**src/pkg/hcwv_pkg.sv**
```systemverilog
// Shared constants and types of the host CRC, watchdog and version block
package hcwv_pkg;

  // ***********************************************************************
  // Register byte addresses
  // ***********************************************************************
  localparam logic [15:0] ADDR_VERSION_LO = 16'hFFEE;
  localparam logic [15:0] ADDR_VERSION_HI = 16'hFFEF;
  localparam logic [15:0] ADDR_WD_LO      = 16'hFFF0;
  localparam logic [15:0] ADDR_WD_HI      = 16'hFFF1;
  localparam logic [15:0] ADDR_START_LO   = 16'hFFF2;
  localparam logic [15:0] ADDR_START_HI   = 16'hFFF3;
  localparam logic [15:0] ADDR_LEN_LO     = 16'hFFF4;
  localparam logic [15:0] ADDR_LEN_HI     = 16'hFFF5;
  localparam logic [15:0] ADDR_RESULT_LO  = 16'hFFF6;
  localparam logic [15:0] ADDR_RESULT_HI  = 16'hFFF7;

  // ***********************************************************************
  // Field positions and reset values
  // ***********************************************************************
  localparam int          WD_EN_BIT      = 0;
  localparam int          WD_SEL_LSB     = 1;
  localparam int          WD_SEL_MSB     = 3;
  localparam logic [3:0]  WD_CTL_RESET   = 4'h0;
  localparam logic [15:0] WORD_RESET     = 16'h0000;
  localparam logic [2:0]  WD_SEL_SHORT   = 3'h0;
  localparam logic [2:0]  WD_SEL_MEDIUM  = 3'h1;
  localparam logic [2:0]  WD_SEL_LONG    = 3'h2;

  // ***********************************************************************
  // Checksum constants
  // ***********************************************************************
  localparam logic [15:0] CRC_POLY       = 16'h1021;
  localparam logic [15:0] CRC_PRESET     = 16'hFFFF;

  // ***********************************************************************
  // Watchdog timing, counted in low-frequency oscillator periods
  // ***********************************************************************
  localparam int unsigned LFO_HZ         = 256000;
  localparam int unsigned WD_PERIOD0_MS  = 2000;
  localparam int unsigned WD_PERIOD1_MS  = 32000;
  localparam int unsigned WD_PERIOD2_MS  = 510000;
  localparam int unsigned WD_TICKS0      = WD_PERIOD0_MS * (LFO_HZ / 1000);
  localparam int unsigned WD_TICKS1      = WD_PERIOD1_MS * (LFO_HZ / 1000);
  localparam int unsigned WD_TICKS2      = WD_PERIOD2_MS * (LFO_HZ / 1000);
  localparam int          WD_CNT_W       = 28;

  typedef enum logic [1:0] {
    CRC_IDLE  = 2'b00,
    CRC_FETCH = 2'b01,
    CRC_ACCUM = 2'b10
  } hcwv_crc_state_e;

endpackage

```
**src/pkg/hcwv_crc_if.sv**
```systemverilog
// Carrier between the checksum sequencer and its byte update engine
`timescale 1ns/1ps
interface hcwv_crc_if;
  logic [7:0]  dataByte;
  logic [15:0] crcIn;
  logic [15:0] crcOut;

  modport engine (input dataByte, input crcIn, output crcOut);
  modport user   (output dataByte, output crcIn, input crcOut);
endinterface

```
**src/logic/hcwv_crc_byte.sv**
```systemverilog
// One-byte CRC-CCITT update, most significant bit first
`timescale 1ns/1ps
module hcwv_crc_byte
  import hcwv_pkg::*;
(
  hcwv_crc_if.engine bus
);

  // ***********************************************************************
  // Eight serial shift steps folded into one combinational pass
  // ***********************************************************************
  always_comb begin
    logic [15:0] c;
    logic        fb;
    c  = bus.crcIn;
    fb = 1'b0;
    for (int i = 7; i >= 0; i--) begin
      fb = c[15] ^ bus.dataByte[i];
      c  = {c[14:0], 1'b0} ^ (fb ? CRC_POLY : WORD_RESET);
    end
    bus.crcOut = c;
  end

endmodule

```
**src/logic/hcwv_top.sv**
```systemverilog
// Host register functions: checksum engine, link watchdog, version word
`timescale 1ns/1ps
// Overview of operation
// - Checksum start location is forced even; bit zero is ignored.
// - Checksum is CRC-CCITT 0x1021, preset to all ones.
// - Enabled watchdog resets the device unless the host accesses in time.
// - In parity mode only transfers passing parity restart the watchdog.
// - Control bit 0 enables the watchdog; read/write, resets to zero.
// - Bits 3:1 pick 2 s, 32 s or 8.5 min; other codes reserved.
// - Read-only version word: low byte identity, high byte revision.
// - Writing the length high byte while idle starts a checksum run over the range.
// - Run end pulses crcDone for one cycle and loads the result register.
module hcwv_top #(
  parameter logic [7:0]  FW_ID        = 8'h5A, // Arbitrary identity value
  parameter logic [7:0]  FW_REV       = 8'h03, // Arbitrary revision value
  parameter int unsigned WD_TICKS_2S  = hcwv_pkg::WD_TICKS0,
  parameter int unsigned WD_TICKS_32S = hcwv_pkg::WD_TICKS1,
  parameter int unsigned WD_TICKS_8M  = hcwv_pkg::WD_TICKS2
) (
  input  wire logic        mclk,
  input  wire logic        rstn,
  input  wire logic [15:0] regAddr,
  input  wire logic [7:0]  regWrData,
  input  wire logic        regWrEn,
  input  wire logic        regRdEn,
  output logic      [7:0]  regRdData,
  output logic             regRdValid,
  input  wire logic        xferDone,
  input  wire logic        xferParityOk,
  input  wire logic        byteParityCheckMode,
  input  wire logic        lfOscPin,
  output logic      [15:0] memAddr,
  output logic             memRdEn,
  input  wire logic [7:0]  memRdData,
  output logic             crcActive,
  output logic             crcDone,
  output logic             watchdogReset
);
  import hcwv_pkg::*;

  // ***********************************************************************
  // State
  // ***********************************************************************
  hcwv_crc_state_e      crcState_reg, crcState_next;
  logic [15:0]          startAddr_reg, startAddr_next;
  logic [15:0]          crcLen_reg, crcLen_next;
  logic [15:0]          crcResult_reg, crcResult_next;
  logic [15:0]          crcRun_reg, crcRun_next;
  logic [15:0]          bytesLeft_reg, bytesLeft_next;
  logic [15:0]          memAddr_reg, memAddr_next;
  logic                 memRdEn_reg, memRdEn_next;
  logic                 crcActive_reg, crcActive_next;
  logic                 crcDone_reg, crcDone_next;
  logic [3:0]           wdCtl_reg, wdCtl_next;
  logic [WD_CNT_W-1:0]  wdCount_reg, wdCount_next;
  logic                 wdReset_reg, wdReset_next;
  logic [7:0]           rdData_reg, rdData_next;
  logic                 rdValid_reg, rdValid_next;
  logic [2:0]           oscSync_reg;
  logic [WD_CNT_W-1:0]  wdLimit;
  logic                 limitValid;
  logic                 lfTick;
  logic                 service;
  logic                 lenHiWrite;
  logic [15:0]          newLen;

  hcwv_crc_if crcBus ();

  hcwv_crc_byte uCrcByte (
    .bus (crcBus)
  );

  // Engine always folds the byte returned by the tag memory
  assign crcBus.dataByte = memRdData;
  assign crcBus.crcIn    = crcRun_reg;

  // ***********************************************************************
  // Checksum registers and sequencer
  // ***********************************************************************
  assign lenHiWrite = regWrEn && (regAddr == ADDR_LEN_HI);
  assign newLen     = {regWrData, crcLen_reg[7:0]};

  // Two cycles per byte: the memory answers one cycle after the read
  always_comb begin
    crcState_next  = crcState_reg;
    startAddr_next = startAddr_reg;
    crcLen_next    = crcLen_reg;
    crcResult_next = crcResult_reg;
    crcRun_next    = crcRun_reg;
    bytesLeft_next = bytesLeft_reg;
    memAddr_next   = memAddr_reg;
    memRdEn_next   = 1'b0;
    crcDone_next   = 1'b0;
    if (regWrEn && regAddr == ADDR_START_LO) begin
      startAddr_next[7:0] = {regWrData[7:1], 1'b0};
    end
    if (regWrEn && regAddr == ADDR_START_HI) begin
      startAddr_next[15:8] = regWrData;
    end
    if (regWrEn && regAddr == ADDR_LEN_LO) begin
      crcLen_next[7:0] = {regWrData[7:1], 1'b0};
    end
    if (lenHiWrite) begin
      crcLen_next[15:8] = regWrData;
    end
    case (crcState_reg)
      CRC_IDLE: begin
        // A trigger during a run is dropped so the range stays coherent
        if (lenHiWrite) begin
          crcRun_next    = CRC_PRESET;
          bytesLeft_next = newLen;
          memAddr_next   = startAddr_reg;
          if (newLen == WORD_RESET) begin
            crcResult_next = CRC_PRESET;
            crcDone_next   = 1'b1;
          end else begin
            memRdEn_next  = 1'b1;
            crcState_next = CRC_FETCH;
          end
        end
      end
      CRC_FETCH: begin
        crcState_next = CRC_ACCUM;
      end
      CRC_ACCUM: begin
        crcRun_next    = crcBus.crcOut;
        bytesLeft_next = bytesLeft_reg - 16'h0001;
        if (bytesLeft_reg == 16'h0001) begin
          crcResult_next = crcBus.crcOut;
          crcDone_next   = 1'b1;
          crcState_next  = CRC_IDLE;
        end else begin
          memAddr_next  = memAddr_reg + 16'h0001;
          memRdEn_next  = 1'b1;
          crcState_next = CRC_FETCH;
        end
      end
      default: begin
        crcState_next = CRC_IDLE;
      end
    endcase
    // A watchdog reset returns the checksum registers to their reset state
    if (wdReset_reg) begin
      crcState_next  = CRC_IDLE;
      startAddr_next = WORD_RESET;
      crcLen_next    = WORD_RESET;
      crcResult_next = WORD_RESET;
      crcRun_next    = WORD_RESET;
      bytesLeft_next = WORD_RESET;
      memAddr_next   = WORD_RESET;
      memRdEn_next   = 1'b0;
      crcDone_next   = 1'b0;
    end
    crcActive_next = (crcState_next != CRC_IDLE);
  end

  // Register the checksum group
  always_ff @(posedge mclk or negedge rstn) begin
    if (!rstn) begin
      crcState_reg  <= CRC_IDLE;
      startAddr_reg <= WORD_RESET;
      crcLen_reg    <= WORD_RESET;
      crcResult_reg <= WORD_RESET;
      crcRun_reg    <= WORD_RESET;
      bytesLeft_reg <= WORD_RESET;
      memAddr_reg   <= WORD_RESET;
      memRdEn_reg   <= 1'b0;
      crcActive_reg <= 1'b0;
      crcDone_reg   <= 1'b0;
    end else begin
      crcState_reg  <= crcState_next;
      startAddr_reg <= startAddr_next;
      crcLen_reg    <= crcLen_next;
      crcResult_reg <= crcResult_next;
      crcRun_reg    <= crcRun_next;
      bytesLeft_reg <= bytesLeft_next;
      memAddr_reg   <= memAddr_next;
      memRdEn_reg   <= memRdEn_next;
      crcActive_reg <= crcActive_next;
      crcDone_reg   <= crcDone_next;
    end
  end

  // ***********************************************************************
  // Link watchdog
  // ***********************************************************************
  // Oscillator pin is asynchronous; only stages two and three feed logic
  always_ff @(posedge mclk or negedge rstn) begin
    if (!rstn) begin
      oscSync_reg <= 3'h0;
    end else begin
      oscSync_reg <= {oscSync_reg[1:0], lfOscPin};
    end
  end

  assign lfTick  = oscSync_reg[1] & ~oscSync_reg[2];
  assign service = xferDone & (~byteParityCheckMode | xferParityOk);

  // Period select; reserved codes never expire rather than guess a period
  always_comb begin
    wdLimit    = WD_CNT_W'(WD_TICKS_2S);
    limitValid = 1'b1;
    case (wdCtl_reg[WD_SEL_MSB:WD_SEL_LSB])
      WD_SEL_SHORT:  wdLimit = WD_CNT_W'(WD_TICKS_2S);
      WD_SEL_MEDIUM: wdLimit = WD_CNT_W'(WD_TICKS_32S);
      WD_SEL_LONG:   wdLimit = WD_CNT_W'(WD_TICKS_8M);
      default:       limitValid = 1'b0;
    endcase
  end

  // Count oscillator edges; a valid access restarts the period
  always_comb begin
    wdCtl_next   = wdCtl_reg;
    wdCount_next = wdCount_reg;
    wdReset_next = 1'b0;
    if (regWrEn && regAddr == ADDR_WD_LO) begin
      wdCtl_next = regWrData[3:0];
    end
    if (!wdCtl_reg[WD_EN_BIT] || service) begin
      wdCount_next = '0;
    end else if (lfTick && limitValid) begin
      if (wdCount_reg >= wdLimit - WD_CNT_W'(1)) begin
        wdCount_next = '0;
        wdReset_next = 1'b1;
      end else begin
        wdCount_next = wdCount_reg + WD_CNT_W'(1);
      end
    end
    if (wdReset_reg) begin
      wdCtl_next   = WD_CTL_RESET;
      wdCount_next = '0;
      wdReset_next = 1'b0;
    end
  end

  always_ff @(posedge mclk or negedge rstn) begin
    if (!rstn) begin
      wdCtl_reg   <= WD_CTL_RESET;
      wdCount_reg <= '0;
      wdReset_reg <= 1'b0;
    end else begin
      wdCtl_reg   <= wdCtl_next;
      wdCount_reg <= wdCount_next;
      wdReset_reg <= wdReset_next;
    end
  end

  // ***********************************************************************
  // Read path
  // ***********************************************************************
  // Unmapped byte addresses answer zero
  always_comb begin
    rdValid_next = regRdEn;
    rdData_next  = rdData_reg;
    if (regRdEn) begin
      case (regAddr)
        ADDR_VERSION_LO: rdData_next = FW_ID;
        ADDR_VERSION_HI: rdData_next = FW_REV;
        ADDR_WD_LO:      rdData_next = {4'h0, wdCtl_reg};
        ADDR_WD_HI:      rdData_next = 8'h00;
        ADDR_START_LO:   rdData_next = startAddr_reg[7:0];
        ADDR_START_HI:   rdData_next = startAddr_reg[15:8];
        ADDR_LEN_LO:     rdData_next = crcLen_reg[7:0];
        ADDR_LEN_HI:     rdData_next = crcLen_reg[15:8];
        ADDR_RESULT_LO:  rdData_next = crcResult_reg[7:0];
        ADDR_RESULT_HI:  rdData_next = crcResult_reg[15:8];
        default:         rdData_next = 8'h00;
      endcase
    end
  end

  always_ff @(posedge mclk or negedge rstn) begin
    if (!rstn) begin
      rdData_reg  <= 8'h00;
      rdValid_reg <= 1'b0;
    end else begin
      rdData_reg  <= rdData_next;
      rdValid_reg <= rdValid_next;
    end
  end

  assign regRdData     = rdData_reg;
  assign regRdValid    = rdValid_reg;
  assign memAddr       = memAddr_reg;
  assign memRdEn       = memRdEn_reg;
  assign crcActive     = crcActive_reg;
  assign crcDone       = crcDone_reg;
  assign watchdogReset = wdReset_reg;
endmodule

```
**config.mk**
```make
export PLATFORM = sky130hd
export DESIGN_NAME = hcwv_top
export DESIGN_NICKNAME = d
export VERILOG_FILES = /design/src/pkg/hcwv_pkg.sv /design/src/pkg/hcwv_crc_if.sv /design/src/logic/hcwv_crc_byte.sv /design/src/logic/hcwv_top.sv
export SDC_FILE = /design/constraint.sdc
export NUM_CORES = 1
export LEC_CHECK = 0
export BUFFER_PORTS_ARGS = -buffer_cell sky130_fd_sc_hd__buf_4
export CORE_ASPECT_RATIO = 0.9
export CORE_UTILIZATION = 45
export DETAILED_ROUTE_END_ITERATION = 12
export HOLD_SLACK_MARGIN = 0.05
export PLACE_DENSITY = 0.7
export SYNTH_ARGS = -nofsm -noshare
export SYNTH_HDL_FRONTEND = slang
export SYNTH_SLANG_ARGS = --single-unit
export TNS_END_PERCENT = 10
```
**constraint.sdc**
```tcl
create_clock -name mclk -period 3.5 [get_ports mclk]
set_input_delay 0.35 -clock mclk [delete_from_list [all_inputs] [get_ports mclk]]
set_output_delay 0.35 -clock mclk [all_outputs]
set_load 0.005 [all_outputs]
```
---- Word level (Yosys, flattened, before mapping) ----
Index checks and enable logic that the tools add are counted.
storage, ports and cells
  input port bits ......................... 40
  logic and storage cells ................. 142
  bits in registers ....................... 146
  output and inout bits ................... 29
operators by class
  bitwise logic cells ..................... 21
  add/sub/neg operators ................... 4
  reductions and logical operators ........ 23
  multiplexer cells ....................... 57
  $lt $le $gt $ge ......................... 1
  eq/ne operators ......................... 18
operators with widths
  cell                     number
  $mux W16                 13
  $eq A16 B16 Y1 const B   9
  $pmux W16 S2             4
  $xor A16 B16 Y16         8
  $mux W28                 4
  $mux W13                 8
  $pmux W8 S9              1
  $pmux W27 S2             1
  $mux W8                  4
  $add A28 B1 Y28 const B  1
  $ge A28 B28 Y1           1
  $sub A28 B1 Y28 const B  1
  $add A16 B1 Y16 const B  1
  $eq A16 B1 Y1 const B    1
  $logic_not A16 Y1        1
  $sub A16 B1 Y16 const B  1
  $mux W1                  14
  $ne A3 B3 Y1 const B     4
  $reduce_bool A2 Y1       6
  $mux W4                  2
  $xor A1 B1 Y1            8
  $logic_and A1 B1 Y1      6
  $mux W2                  3
  $pmux W2 S3              1
  other kinds (17)         21

---- Longest topological paths before layout ----
Gate-level depths: netlist (run 1).
  depth in word-level cells ............... 27
  depth in mapped cells ................... 13
  mapped depth without buffers ............ 12

---- By module ----
Synthesis (run 1) repeated with hierarchy kept, for this count alone.
second synthesis, totals
  cell total of the unflattened synthesis .. 920
  area total of the unflattened synthesis .. 8471.9 µm²
modules (own cells, without submodules)
  module         cells each  instances  area an instance (µm²)  sequential area each (µm²)
  hcwv_top       895         1          8084.0                  3603.5
  hcwv_crc_byte  25          1          387.9                   0.0

---- Least setup slack after synthesis (run 1) ----
No wires, ideal clock.
  path type ............................... register -> register
  from .................................... reg wdCtl_reg[1]
  to ...................................... reg wdCount_reg[26]
  path slack .............................. 512 ps
  path buffers ............................ 0
  stages on the path, launching flop included .. 11
  setup time .............................. 79 ps
  data required time ...................... 3421 ps
  clock period less this slack ............ 2988 ps
  arrival ................................. 2909 ps
  cell sequence ........................... dfrtp_1 > nor3b_1 > inv_1 > ha_1 > ha_1 > a211oi_1 > nor2_1 > o311ai_2 > nand4_1 > or4_1 > mux2i_1
between the ends
  word-level cells in the longest chain between the ends .. 8
  elaborated cells between the ends (all ways) .. 14
  those cells by class .................... 1 x add/sub; 1 x order compare; 2 x eq/ne; 6 x mux; 4 x reduce/logical
RTL lines
  element                                              RTL line         text
  start, declared                                      hcwv_top.sv:54   logic [3:0] wdCtl_reg, wdCtl_next;
  start signal, assigned                               hcwv_top.sv:242  wdCtl_reg <= wdCtl_next;
  $eq A3 B2 Y1 / $eq A3 B1 Y1 (equally long branches)  hcwv_top.sv:203  case (wdCtl_reg[WD_SEL_MSB:WD_SEL_LSB])
  $pmux W27 S2                                         hcwv_top.sv:203
  $sub A28 B1 Y28                                      hcwv_top.sv:222  if (wdCount_reg >= wdLimit - WD_CNT_W'(1)) begin
  $ge A28 B28 Y1                                       hcwv_top.sv:222
  $mux W28                                             hcwv_top.sv:222
  $mux W28                                             hcwv_top.sv:221  end else if (lfTick && limitValid) begin
  $mux W28                                             hcwv_top.sv:219  if (!wdCtl_reg[WD_EN_BIT] || service) begin
  $mux W28                                             hcwv_top.sv:229  if (wdReset_reg) begin
  end signal, assigned                                 hcwv_top.sv:243  wdCount_reg <= wdCount_next;
  end, declared                                        hcwv_top.sv:55   logic [WD_CNT_W-1:0] wdCount_reg, wdCount_next;
Several ways; a longest one is shown, not always the timed one. The select of a mux whose other input is x is not followed.
A chain may end at the register's enable or synchronous reset.

---- Worst setup path after layout (run 1) ----
  from .................................... reg wdCtl_reg[1]
  to ...................................... reg wdCount_reg[11]
Same word-level chain as after synthesis.

==> run summary, run 1 <==
The run finished with clean final reports. Derived from the worst setup path, the maximum achievable clock frequency is between 0.3 and 0.4 GHz. In the post-synthesis netlist, the biggest area contributors are dfrtp_1 (44%), nand2_1 (6.1%), a21oi_1 (5.0%), nor2_1 (4.0%), o21ai_0 (3.7%). The worst register-to-register path begins at wdCtl_reg[1]. The number of antenna-violating nets in the routed design is 0. After routing the design area is slightly below 0.01 mm². Leaving out fill and tap cells, the most frequent cell in the layout is dfrtp_1. The number of antenna violations at the first check in global routing came out at 0.

The share of flip-flops with an asynchronous set or reset after synthesis is 1.000. The layout overhead on the synthesized area is 16.55%. The count of final max-slew check failures came out at 0. The core area came out at roughly 0.018 mm².

The final layout contains routed wiring with a total length of 23,060 µm. The setup TNS after final layout came out at 0 ps. The detailed placer's ending HPWL came out at between 15,000 and 20,000 µm. The clock tree synthesis step divided the H-tree into 4 levels. The family with the most delay on the worst path is simple AND/OR/NAND/NOR gates. The sum of buffers and inverters on the critical path came out at 1.

The wire length of the first global-routing pass came out at approximately 37,000 µm. The clock latency of the later-clocked register in the worst-skew pair is 430 ps. The post-synth net total is between 1k and 1.5k.

The via count of the first global-routing pass came to slightly below 7k. The net count reported at finish came out at between 1k and 1.5k. The signal on the critical path passes through nor3b_1 > inv_1 > ha_1 > nand2b_1 > ha_1 > a21oi_1 > nor3_1 > nor3_1 > and4_2 > o21ai_0 > a31oi_1. The count of maximum capacitance violations is 0. The number of sinks on the clock net is ~140. Among all stages on the critical path, the largest delay is contributed by and4_2. The worst-path maximum fanout came out at 22.

The worst setup path is launched from a flip-flop. The largest clock skew in the final design is around 16 ps. The largest net degree at the start of global routing came out at slightly above 80. The die boundary height came out at 130.5 µm. The area share of the leading cell type in the synthesized netlist came out at 0.4362. The netlist uses 72 different library cells. The warning count from the yosys run is 0. The logic depth of the worst register-to-register path came out at 11. The count of inserted antenna diode cells is 0.

The final cell count without fillers is 1,265. In this run, synthesis produced a sequential element count of 144. The delay of the slowest cell on the worst path came out at ~590 ps. The total routing resource utilization after global routing is 0.2550.

The initial core utilization is 0.4645. The worst setup path is captured at a flip-flop. The number of DRC violations after detailed-routing iteration 0 is between 700 and 800. The part of the total power dissipated in sequential elements is 0.438.

The share of total power in combinational logic came out at 0.162. After detailed routing, the average wire length per cell comes to roughly 18 µm. The type of the worst setup path is reg -> reg. The final estimated routing congestion in global placement is 0.9411. Of the available clock period, the critical path in the final layout requires 0.9338. Synthesis produced a netlist whose cell count is about 950. The number of rows created at floorplan came out at 46. The share of the Yosys chip area taken by registers is 0.4362. The number of flip-flops under the largest register name is 28.

Counting tap cells, the placed design contains a total of 1,232 instances. The clock network fraction of total power is 0.400. The area of the die is ~0.019 mm².

For this design the ratio of total power to cell area is 483.1 mW/mm². Summed over all instances, the cell type with the most area after synthesis is dfrtp_1. TritonCTS built the clock tree.

The master cell of the clock root buffer is clkbuf_16. The post-route minimum period is between 3000 and 4000 ps. Buffers placed on the I/O ports in this run total approximately 70. The number of CTS-inserted buffers is 17. In the final layout, the share of cells above drive strength 1 is 0.1405. During I/O placement, the number of pins put on the boundary was 69. VDD sags by at most ~0.00037 V.

The overall die width is roughly 140 µm. The endpoint identified for the worst register-to-register timing path is wdCount_reg[11]. The switching fraction of total power came out at 0.2806. Setup repair after global routing left no endpoint under its margin. The average instance in the mapped netlist occupies just under 9 µm². The internal portion of total power is between 3 and 4 mW. The path class of the tightest hold or removal check is in -> reg. The total grt overflow came out at 0. The maximum root-to-sink buffer count came out at 2.

The tightest hold margin came out at 107.0 ps. The net switching component of the power came out at ~1.3 mW. Counting flops with a built-in enable in the synthesized netlist gives 0.

The hold-critical path depth is 1. The final number of setup-violating endpoints came out at 0. The worst hold path terminates at regRdValid.

The number of endpoints with negative hold slack in the final report is 0. The critical path data required time came out at roughly 3800 ps. The final design utilization came out at 0.5414.

The measured slew at the worst slew-check pin came out at around 940 ps. The start point of the critical path is wdCtl_reg[1]. The endpoint arrival time on the critical path came out at between 3000 and 4000 ps. The post-detailed-route DRC marker count is 0. The startpoint of the most critical hold path is regRdEn. The number of optimization iterations in the first detailed-route pass came out at 6. The library cells used most frequently in the layout, excluding fill and tap cells, are dfrtp_1 (143), nand2_1 (135), nor2_1 (88), buf_4 (85), a21oi_1 (82). The cell area that synthesis handed to floorplanning was just over 0.008 mm². In this run the register-to-register setup slack is ~230 ps. The via count is 7,510. After clock tree synthesis, the clock-pin slew on the worst setup and hold paths is about 60 ps.

The most used flip-flop cell after synthesis is dfrtp_1. The number of vias per cell is 5.937. The total cell area at the placement stage is between 0.009 and 0.01 mm². Headroom to the max-slew limit came out at 0.3717. The static leakage power came out at 4.187 nW.
-- routing by layer --
metal | track usage | wire length (µm) | vias up
met1 | 0.3743 | 11020 | 3626
met3 | 0.05831 | 1708 | 20
met5 | 0 | 0 | -
li1 | - | - | 3561
met2 | 0.3798 | 10060 | 303
met4 | 0.06068 | 274 | 0
-- final cells by class --
cell class,count,area [µm²]
clock buffers,22,464.2
clock inverters,9,133.9
fillers,1582,8155
inverters,27,101.3
multi-input cells,734,4335
flip-flops and latches,144,3605
well taps,240,300.3
repair buffers,89,689.4
-- worst max-delay path by stage --
stage / endpoint / slack (ps) / depth (start not counted)
floorplan: wdCount_reg[26] / 510 / 10
global placement: wdCount_reg[11] / 170 / 10
detailed placement: wdCount_reg[11] / 40 / 11
CTS: wdCount_reg[11] / 240 / 11
global route: wdCount_reg[27] / 20 / 11
finish: wdCount_reg[11] / 230 / 11
-- metrics by stage --
stage	worst slack (ps)	power, mW
floorplan	512.1	2.517
global placement	169.0	2.788
detailed placement	38.94	2.802
CTS	244.4	4.664
global route	21.91	4.845
finish	231.5	4.652
-- repair_timing --
action                                  4_1_cts  5_1_grt
gates resized for setup                       1        0
hold endpoints to repair                     80        0
endpoints found under the setup margin        1        0
hold buffers                                  2        0
setup buffers                                 0        0
-- synthesized netlist by cell type (10+ instances only) --
| cell | n |
|---|---|
| nand2b_1 | 10 |
| xor2_1 | 12 |
| a21oi_1 | 82 |
| nor3_1 | 43 |
| dfrtp_1 | 144 |
| and3_1 | 12 |
| clkbuf_1 | 29 |
| mux2i_1 | 13 |
| xnor2_1 | 12 |
| nor4_1 | 11 |
| nor2_1 | 88 |
| ha_1 | 24 |
| nand3_1 | 47 |
| inv_1 | 26 |
| a21o_1 | 10 |
| a22oi_1 | 15 |
| nand4_1 | 21 |
| nand2_1 | 135 |
| buf_2 | 11 |
| o21ai_0 | 61 |
| a22o_1 | 19 |
-- kinds of logic after synthesis --
family                     Yosys count  share of synthesized area
and+or+nand+nor                    416                     0.2488
AOI/OAI and AO/OA                  256                     0.1975
DFF                                144                     0.4362
buffers and inverters               76                    0.03952
adders and majority gates           24                    0.03635
xor gates and xnor gates            24                    0.02544
muxes                               13                    0.01575
other                                1                  0.0004539
-- power by group through the flow --
stage	Combinational, mW	Sequential [mW]	Clock (mW)
2_1_floorplan	0.540	1.98	0
3_3_place_gp	0.737	2.05	0
3_5_place_dp	0.745	2.06	0
4_1_cts	0.752	2.03	1.89
5_1_grt	0.830	2.06	1.96
6_report	0.753	2.04	1.86
No activity file was read; power rests on OpenSTA's default activity.
==> inputs of run 2 (changes only) <==
SYNTH_HIERARCHICAL = 1   (was unset)
==> run summary, run 2 <==
The post-route minimum period came out at 3228 ps (was 3268 ps). The share of flip-flops with an asynchronous set or reset after synthesis is 1.000 (unchanged). The count of state elements after synthesis is 144 (unchanged).

Outcome: completed (unchanged). The flip-flop cell with the highest count after synthesis is dfrtp_1 (unchanged). The post-layout total power was 3.954 mW (was 4.652 mW). The number of CTS-inserted buffers is 17 (unchanged).

The routed wire length came out at 22,370 µm (was 23,060 µm). The kind of launch point of the worst setup path is a flip-flop (unchanged). The share of total power in combinational logic was 0.051 (was 0.162). List of cells traversed by the critical path: nor3b_1 > inv_1 > ha_1 > nand2b_1 > ha_1 > nand4_1 > nor3_1 > a22o_1 > or4_1 > buf_6 > nor4_1 > a21o_1 (was nor3b_1 > inv_1 > ha_1 > nand2b_1 > ha_1 > a21oi_1 > nor3_1 > nor3_1 > and4_2 > o21ai_0 > a31oi_1). The critical path data required time is 3860 ps (was 3840 ps). The final cell count without fillers is 1,231 (was 1,265). Area contributors post-synth: dfrtp_1 (43%), nor2_1 (4.2%), a21oi_1 (3.5%), ha_1 (3.5%), o21ai_0 (3.4%) (was dfrtp_1 (44%), nand2_1 (6.1%), a21oi_1 (5.0%), nor2_1 (4.0%), o21ai_0 (3.7%)). Commonest cells post-synth: dfrtp_1 (144), nor2_1 (95), nand2_1 (74), a21oi_1 (60), o21ai_0 (57) (was dfrtp_1 (144), nand2_1 (135), nor2_1 (88), a21oi_1 (82), o21ai_0 (61)). The biggest area consumer among synthesized cells was dfrtp_1 (unchanged). The final estimated routing congestion in global placement is 0.8799 (was 0.9411). The maximum operating frequency is 0.3098 GHz (was 0.3060 GHz). The master cell of the clock root buffer is clkbuf_16 (unchanged). The internal portion of total power came to 3.104 mW (was 3.347 mW).

The initial core utilization came to 0.4603 (was 0.4645). The layout overhead on the synthesized area is 16.69% (was 16.55%). The largest clock skew in the final design is 9.250 ps (was 16.03 ps). The pre-CTS setup slack came out at 248.0 ps (was 38.94 ps). The TritonCTS clock tree is done (unchanged). The number of distinct standard cells referenced by the synthesized netlist is 70 (was 72).

The part of the total power dissipated in sequential elements is 0.424 (was 0.438). The total instance count after detailed placement is 1,197 (was 1,232). The area share of the leading cell type in the synthesized netlist is 0.4253 (was 0.4362). The most frequent standard cell in the layout excluding fill and tap cells is dfrtp_1 (unchanged). The number of optimization iterations in the first detailed-route pass came out at 5 (was 6).

The final routed wire length divided by cell count is 18.17 µm (was 18.23 µm). The most frequently used cell type in the post-synthesis netlist is dfrtp_1 (unchanged). The total cell area at the placement stage came out at 0.009193 mm² (was 0.009010 mm²). The ratio of final minimum period to clock period is 0.9222 (was 0.9338). The count of final max-slew check failures is 0 (unchanged).

The measured slew at the worst slew-check pin was 1045 ps (was 939.0 ps). The overall die width came out at 146.6 µm (was 144.8 µm). The number of endpoints with negative hold slack in the final report came out at 0 (unchanged). The via count came out at 7,209 (was 7,510). The net count reported at finish came out at 1,037 (was 1,077).

The static leakage power is 4.630 nW (was 4.187 nW). The start point of the critical path is wdCtl_reg[1] (unchanged). The category of the worst setup path capture point is a flip-flop (unchanged). The final worst slack is 272.4 ps (was 231.5 ps). Unrepaired setup endpoints after global routing: no (unchanged). The logic depth of the worst register-to-register path came out at 12 (was 11).

The largest net degree at the start of global routing is 85 (was 81). The via count of the first global-routing pass is 6,726 (was 6,765). The clock latency of the later-clocked register in the worst-skew pair is 430 ps (about the same). The share of final-layout standard cells stronger than drive strength 1 is 0.1359 (was 0.1405). The warning count from the yosys run was 6 (was 0). The number of rows created at floorplan is 47 (was 46). The endpoint arrival time on the critical path came to 3590 ps (was 3610 ps).

The type of the worst setup path is reg -> reg (unchanged). The maximum root-to-sink buffer count came out at 2 (unchanged). The number of flip-flops under the largest register name came out at 28 (unchanged).

The delay of the slowest cell on the worst path came out at 510 ps (was 590 ps). The die boundary height was 132.2 µm (was 130.5 µm). The clock edge transition at the registers on the reported setup and hold paths is 60 ps (about the same).

Commonest non-fill, non-tap cells in the layout: dfrtp_1 (143), nor2_1 (95), buf_4 (77), nand2_1 (74), a21oi_1 (60) (was dfrtp_1 (143), nand2_1 (135), nor2_1 (88), buf_4 (85), a21oi_1 (82)). The post-synthesis instance area came to 0.008472 mm² (was 0.008262 mm²). The count of inserted antenna diode cells came to 0 (unchanged). The standard cell with the maximum stage delay on the critical path was or4_1 (was and4_2). The worst ir drop on vdd came out at 0.0003496 V (was 0.0003656 V). The mean area per synthesized cell is 9.209 µm² (was 8.660 µm²).

The area of the die came out at 0.01938 mm² (was 0.01891 mm²). The synthesized instance count was 920 (was 954). The number of vias per cell came out at 5.856 (was 5.937). The clock network fraction of total power came out at 0.526 (was 0.400). The total grt overflow is 0 (unchanged). The total routing resource utilization after global routing is 0.2411 (was 0.2550). The number of DRC violations after detailed-routing iteration 0 is 660 (was 784).

The proportion of synthesized chip area in sequential cells is 0.4253 (was 0.4362). The maximum level of the CTS H-tree is 4 (unchanged). The worst flop-to-flop path startpoint is wdCtl_reg[1] (unchanged). The number of flops mapped to enable cells by yosys came to 0 (unchanged).

The count of maximum capacitance violations came out at 0 (unchanged). The number of antenna violations at the first check in global routing came out at 0 (unchanged). The post-detailed-route DRC marker count is 0 (unchanged).

The setup TNS after final layout came out at 0 ps (unchanged). The number of sinks on the clock net is 144 (unchanged). The I/O pin count is 69 (unchanged).

The number of buffer cells added on primary ports came to 68 (unchanged). The number of antenna-violating nets in the routed design came out at 0 (unchanged). The worst-path maximum fanout came to 54 (was 22). The net switching component of the power came to 849.5 µW (was 1.305 mW). The post-synth net total is 984 (was 1,018). The worst max-slew margin expressed relative to the limit came out at 0.2968 (was 0.3717). The hold-critical path depth is 1 (unchanged). The detailed placer's ending HPWL was 15,590 µm (was 15,990 µm). The startpoint of the most critical hold path is regRdEn (unchanged). The core area came out at 0.01841 mm² (was 0.01778 mm²).

The final number of setup-violating endpoints came out at 0 (unchanged). The total power density per cell area came to 400.0 mW/mm² (was 483.1 mW/mm²). The type of the most critical hold path is in -> reg (unchanged). The switching fraction of total power was 0.2149 (was 0.2806). Counting stages on the worst path, the most repeated cell is ha_1.

The wire length of the first global-routing pass is 36,780 µm (was 36,650 µm). The final design area excluding fillers is 0.009886 mm² (was 0.009629 mm²).
[run 2: changes by cell type in the layout (fill, tap and decap cells not counted), moves of 7 or more]
| cell | delta |
|---|---|
| buf_4 | -8 |
| xor2_1 | -9 |
| a21oi_1 | -22 |
| mux2i_1 | +13 |
| nor2_1 | +7 |
| nand3_1 | -23 |
| and3_1 | +13 |
| a21o_1 | +15 |
| nand2b_1 | +18 |
| o2bb2ai_1 | +10 |
| nor4_1 | +11 |
| nor3b_1 | +14 |
| nand2_1 | -61 |
[run 2: cell type report]
| cell class | count | area (µm²) |
|---|---|---|
| sequential | 144 | 3605 |
| clock buffer | 20 | 436.7 |
| fill | 1629 | 8521 |
| multi-input combinational | 703 | 4571 |
| timing repair buffer | 82 | 640.6 |
| tap | 245 | 306.5 |
| inverter | 25 | 93.84 |
| clock inverter | 12 | 232.7 |
[run 2: critical path: cells and delay by family, from the launching register on]
family,cells,cell delay (ps)
fa+ha+maj,2,570
buf+inv,2,320
simple gates,6,1510
flops,1,420
compound gates,2,330
[run 2: metrics by stage]
| stage | utilization | hold WS, ps |
|---|---|---|
| final | 0.5371 | 119.3 |
| after global routing | 0.5371 | 105.8 |
| after CTS | 0.5369 | 102.6 |
| after detailed placement | 0.4994 | 354.4 |
| after global placement | 0.4994 | 361.5 |
| after floorplan | - | 54.41 |
[run 2: per-layer routing]
metal	wire length, µm	up-vias	track usage
li1	-	3466	-
met1	11000	3453	0.3720
met2	9544	265	0.3333
met3	1497	25	0.05502
met4	321	0	0.06829
met5	0	-	0
[run 2: logic make-up (layout without fill, tap and decap cells)]
kind of cell	count (synthesis)	in the layout	share of synthesized area
compound gates	239	239	0.1845
mux	33	33	0.04135
fa+ha+maj	24	24	0.03545
buf+inv	73	139	0.03589
other cells	1	1	0.0004426
flops	144	144	0.4253
simple gates	382	382	0.2317
xor+xnor	24	24	0.04534
[run 2: what timing repair did]
item | CTS | global route
endpoints found under the setup margin | 0 | 5
endpoints found under the hold margin | 83 | 0
resized for setup | 0 | 1
hold buffers | 2 | 0
setup buffers | 0 | 0
[run 2: final timing paths]
path / to / slack, ps
max: wdCount_reg[27] / 270
min: regRdValid / 120
max reg2reg: wdCount_reg[27] / 270
min reg2reg: oscSync_reg[1] / 360
max in group asynchronous: bytesLeft_reg[10] / 2150
min in group asynchronous: wdCount_reg[13] / 560
[run 2: power by group through the flow]
stage	Sequential, mW	Clock (mW)	Combinational [mW]
6_report	1.68	2.08	0.200
2_1_floorplan	1.70	0	0.0883
4_1_cts	1.68	2.11	0.202
3_3_place_gp	1.71	0	0.197
5_1_grt	1.68	2.19	0.220
3_5_place_dp	1.71	0	0.198
==> inputs of run 3 (changes only) <==
CELL_PAD_IN_SITES_DETAIL_PLACEMENT = 1   (was unset)
CELL_PAD_IN_SITES_GLOBAL_PLACEMENT = 2   (was unset)
CORE_UTILIZATION = 38   (was 45)
PLACE_DENSITY = 0.87   (was 0.7)
SLEW_MARGIN = 15   (was unset)
==> run summary, run 3 (synthesized netlist as in run 2, its figures left out) <==
The count of final max-slew check failures is 0 (unchanged). The detailed placer's ending HPWL came out at 18,670 µm (was 15,590 µm). The number of inserted filler cells in the final layout came out at 2,481 (was 1,629). The largest clock skew in the final design came out at 7.883 ps (was 9.250 ps).

The dominant cell type by count on the critical path is ha_1 (unchanged). The delay of the slowest cell on the worst path is 560 ps (was 510 ps). The endpoint arrival time on the critical path is 3580 ps (was 3590 ps).

The number of optimization iterations in the first detailed-route pass is 5 (unchanged). Commonest non-fill, non-tap cells in the layout: dfrtp_1 (143), nor2_1 (95), buf_4 (87), nand2_1 (74), a21oi_1 (60) (was dfrtp_1 (143), nor2_1 (95), buf_4 (77), nand2_1 (74), a21oi_1 (60)). The number of flip-flops under the largest register name is 28 (unchanged). The count of inserted antenna diode cells came out at 0 (unchanged). The kind of launch point of the worst setup path is a flip-flop (unchanged). The count of maximum capacitance violations was 0 (unchanged). The worst-path maximum fanout is 54 (unchanged). The total grt overflow is 0 (unchanged). The number of post-CTS setup repair buffers is 0 (unchanged).

The number of logic stages on the critical path including buffering is 12 (unchanged). The static leakage power came out at 4.666 nW (was 4.630 nW). Outcome: completed (unchanged).

The core area came out at 0.02176 mm² (was 0.01841 mm²). The sum of buffers and inverters on the critical path is 2 (unchanged). The post-route minimum period came out at 3202 ps (was 3228 ps). The master cell of the clock root buffer was clkbuf_16 (unchanged). The routed length on met3 came out at 1471 µm (was 1497 µm).

The final routed wire length divided by cell count is 20.46 µm (was 18.17 µm). The I/O pin count is 69 (unchanged). The maximum root-to-sink buffer count came out at 2 (unchanged). The largest net degree at the start of global routing came to 80 (was 85). The ratio of final minimum period to clock period is 0.9148 (was 0.9222). The routed wire length is 26,330 µm (was 22,370 µm). The end of the worst register-to-register path is wdCount_reg[14] (was wdCount_reg[27]). List of cells traversed by the critical path: nor3b_2 > inv_1 > ha_1 > nand2b_1 > ha_1 > nand4_1 > nor3_1 > a22o_1 > or4_1 > buf_12 > nor4_1 > a21o_1 (was nor3b_1 > inv_1 > ha_1 > nand2b_1 > ha_1 > nand4_1 > nor3_1 > a22o_1 > or4_1 > buf_6 > nor4_1 > a21o_1).

The category of the worst setup path capture point is a flip-flop (unchanged). The initial core utilization came to 0.3893 (was 0.4603). The endpoint of the most critical setup path was wdCount_reg[14] (was wdCount_reg[27]). The post-detailed-route DRC marker count is 0 (unchanged). The number of antenna-violating nets in the routed design is 0 (unchanged). The total routing resource utilization after global routing came out at 0.2409 (was 0.2411). The final estimated routing congestion in global placement is 0.8050 (was 0.8799). The final design utilization is 0.4579 (was 0.5371). The via count of the first global-routing pass was 7,615 (was 6,726). The worst flop-to-flop path startpoint is wdCtl_reg[1] (unchanged).

The most frequent standard cell in the layout excluding fill and tap cells is dfrtp_1 (unchanged). The family with the most delay on the worst path was simple AND/OR/NAND/NOR gates (unchanged). The worst max-slew margin expressed relative to the limit is 0.2538 (was 0.2968). The area of the die came to 0.02290 mm² (was 0.01938 mm²). The reg2reg setup slack came out at 300 ps (was 270 ps).

The number of CTS-inserted buffers came to 17 (unchanged). The clock latency of the later-clocked register in the worst-skew pair came out at 440 ps (was 430 ps). The number of vias per cell came to 5.770 (was 5.856). The number of buffer cells added on primary ports came to 68 (unchanged). The wire length of the first global-routing pass came out at 42,740 µm (was 36,780 µm).

The worst ir drop on vdd was 0.0002868 V (was 0.0003496 V). The number of endpoints with negative hold slack in the final report is 0 (unchanged). The number of DRC violations after detailed-routing iteration 0 was 483 (was 660). The maximum level of the CTS H-tree is 4 (unchanged).

The via count came out at 7,426 (was 7,209). The measured slew at the worst slew-check pin came out at 1113 ps (was 1045 ps). The logic depth of the worst register-to-register path came to 12 (unchanged). The final number of setup-violating endpoints came to 0 (unchanged). The share of final-layout standard cells stronger than drive strength 1 is 0.1486 (was 0.1359). The uppermost metal layer occupied by signal nets is met4 (unchanged). The sum of routed wire segments on met1 came out at 13,110 µm (was 11,000 µm). The number of sinks on the clock net is 144 (unchanged). The type of the worst setup path is reg -> reg (unchanged). The overall die width came to 159.4 µm (was 146.6 µm). The die boundary height came to 143.7 µm (was 132.2 µm). The net count reported at finish came out at 1,047 (was 1,037). The critical path data required time is 3880 ps (was 3860 ps).

The number of rows created at floorplan came out at 51 (was 47). The detailed route wirelength on metal2 is 11,410 µm (was 9544 µm). The startpoint of the most critical hold path is regRdEn (unchanged). The clock edge transition at the registers on the reported setup and hold paths came to 70 ps (was 60 ps). The standard cell with the maximum stage delay on the critical path is or4_1 (unchanged). The setup TNS after final layout came out at 0 ps (unchanged). The start point of the critical path is wdCtl_reg[1] (unchanged). The maximum operating frequency came out at 0.3123 GHz (was 0.3098 GHz). The type of the most critical hold path was in -> reg (unchanged). The number of antenna violations at the first check in global routing came out at 0 (unchanged). The TritonCTS clock tree was done (unchanged).

The total power density per cell area is 380.3 mW/mm² (was 400.0 mW/mm²). Unrepaired setup endpoints after global routing: no (unchanged). The layout overhead on the synthesized area is 17.62% (was 16.69%).
-- run 3: cell types whose count changed in the layout (fill, tap and decap cells not counted), sizes merged --
cell / before / now
buf: 80 / 90
inv: 25 / 32
bufinv: 6 / 2
clkbuf: 20 / 17
clkinv: 4 / 5
clkinvlp: 2 / 1
-- run 3: how the worst min path moves through the flow --
stage | to | slack, ps | cells past startpoint
final | regRdValid | 90 | 1
after detailed placement | oscSync_reg[1] | 340 | 0
after floorplan | bytesLeft_reg[0] | 50 | 0
after CTS | regRdValid | 80 | 1
after global placement | oscSync_reg[1] | 330 | 0
after global routing | regRdValid | 90 | 1
-- run 3: where the power goes --
part / total [mW] / internal, mW / switching, mW / leakage (nW)
registers: 1.67 / 1.67 / 0.00535 / 1.90
logic: 0.203 / 0.0892 / 0.113 / 2.47
clock network: 1.91 / 1.08 / 0.835 / 0.295
-- run 3: layer usage --
metal | track usage | vias to the layer above
met3 | 0.05022 | 27
met5 | 0 | -
met4 | 0.06022 | 0
met2 | 0.3610 | 196
li1 | - | 3477
met1 | 0.3525 | 3726
-- run 3: repair_timing --
action / 4_1_cts / 5_1_grt
endpoints found under the hold margin: 78 / 0
endpoints found under the setup margin: 0 / 2
hold buffers: 2 / 0
gates resized for setup: 0 / 1
-- run 3: final cells by class --
cell class	instances	area [µm²]	area share
sequential	144	3605	0.3618
tap	291	364.1	0.03654
clock inverter	15	176.4	0.01770
clock buffer	17	425.4	0.04269
multi-input combinational	703	4576	0.4592
timing repair buffer	92	724.4	0.07270
inverter	25	93.84	0.009417
-- run 3: per-stage QoR --
stage               area (µm²)  cells  hold WS, ps  power [mW]  setup WS, ps
floorplan                 8472    920        54.41       1.793         186.9
global placement          9338   1253        332.3       1.905         376.5
detailed placement        9338   1253        342.6       1.909         269.3
CTS                       9960   1287        77.65       3.827         236.1
global route              9965   1287        94.31       3.897         62.75
finish                    9965   1287        94.79       3.789         298.3
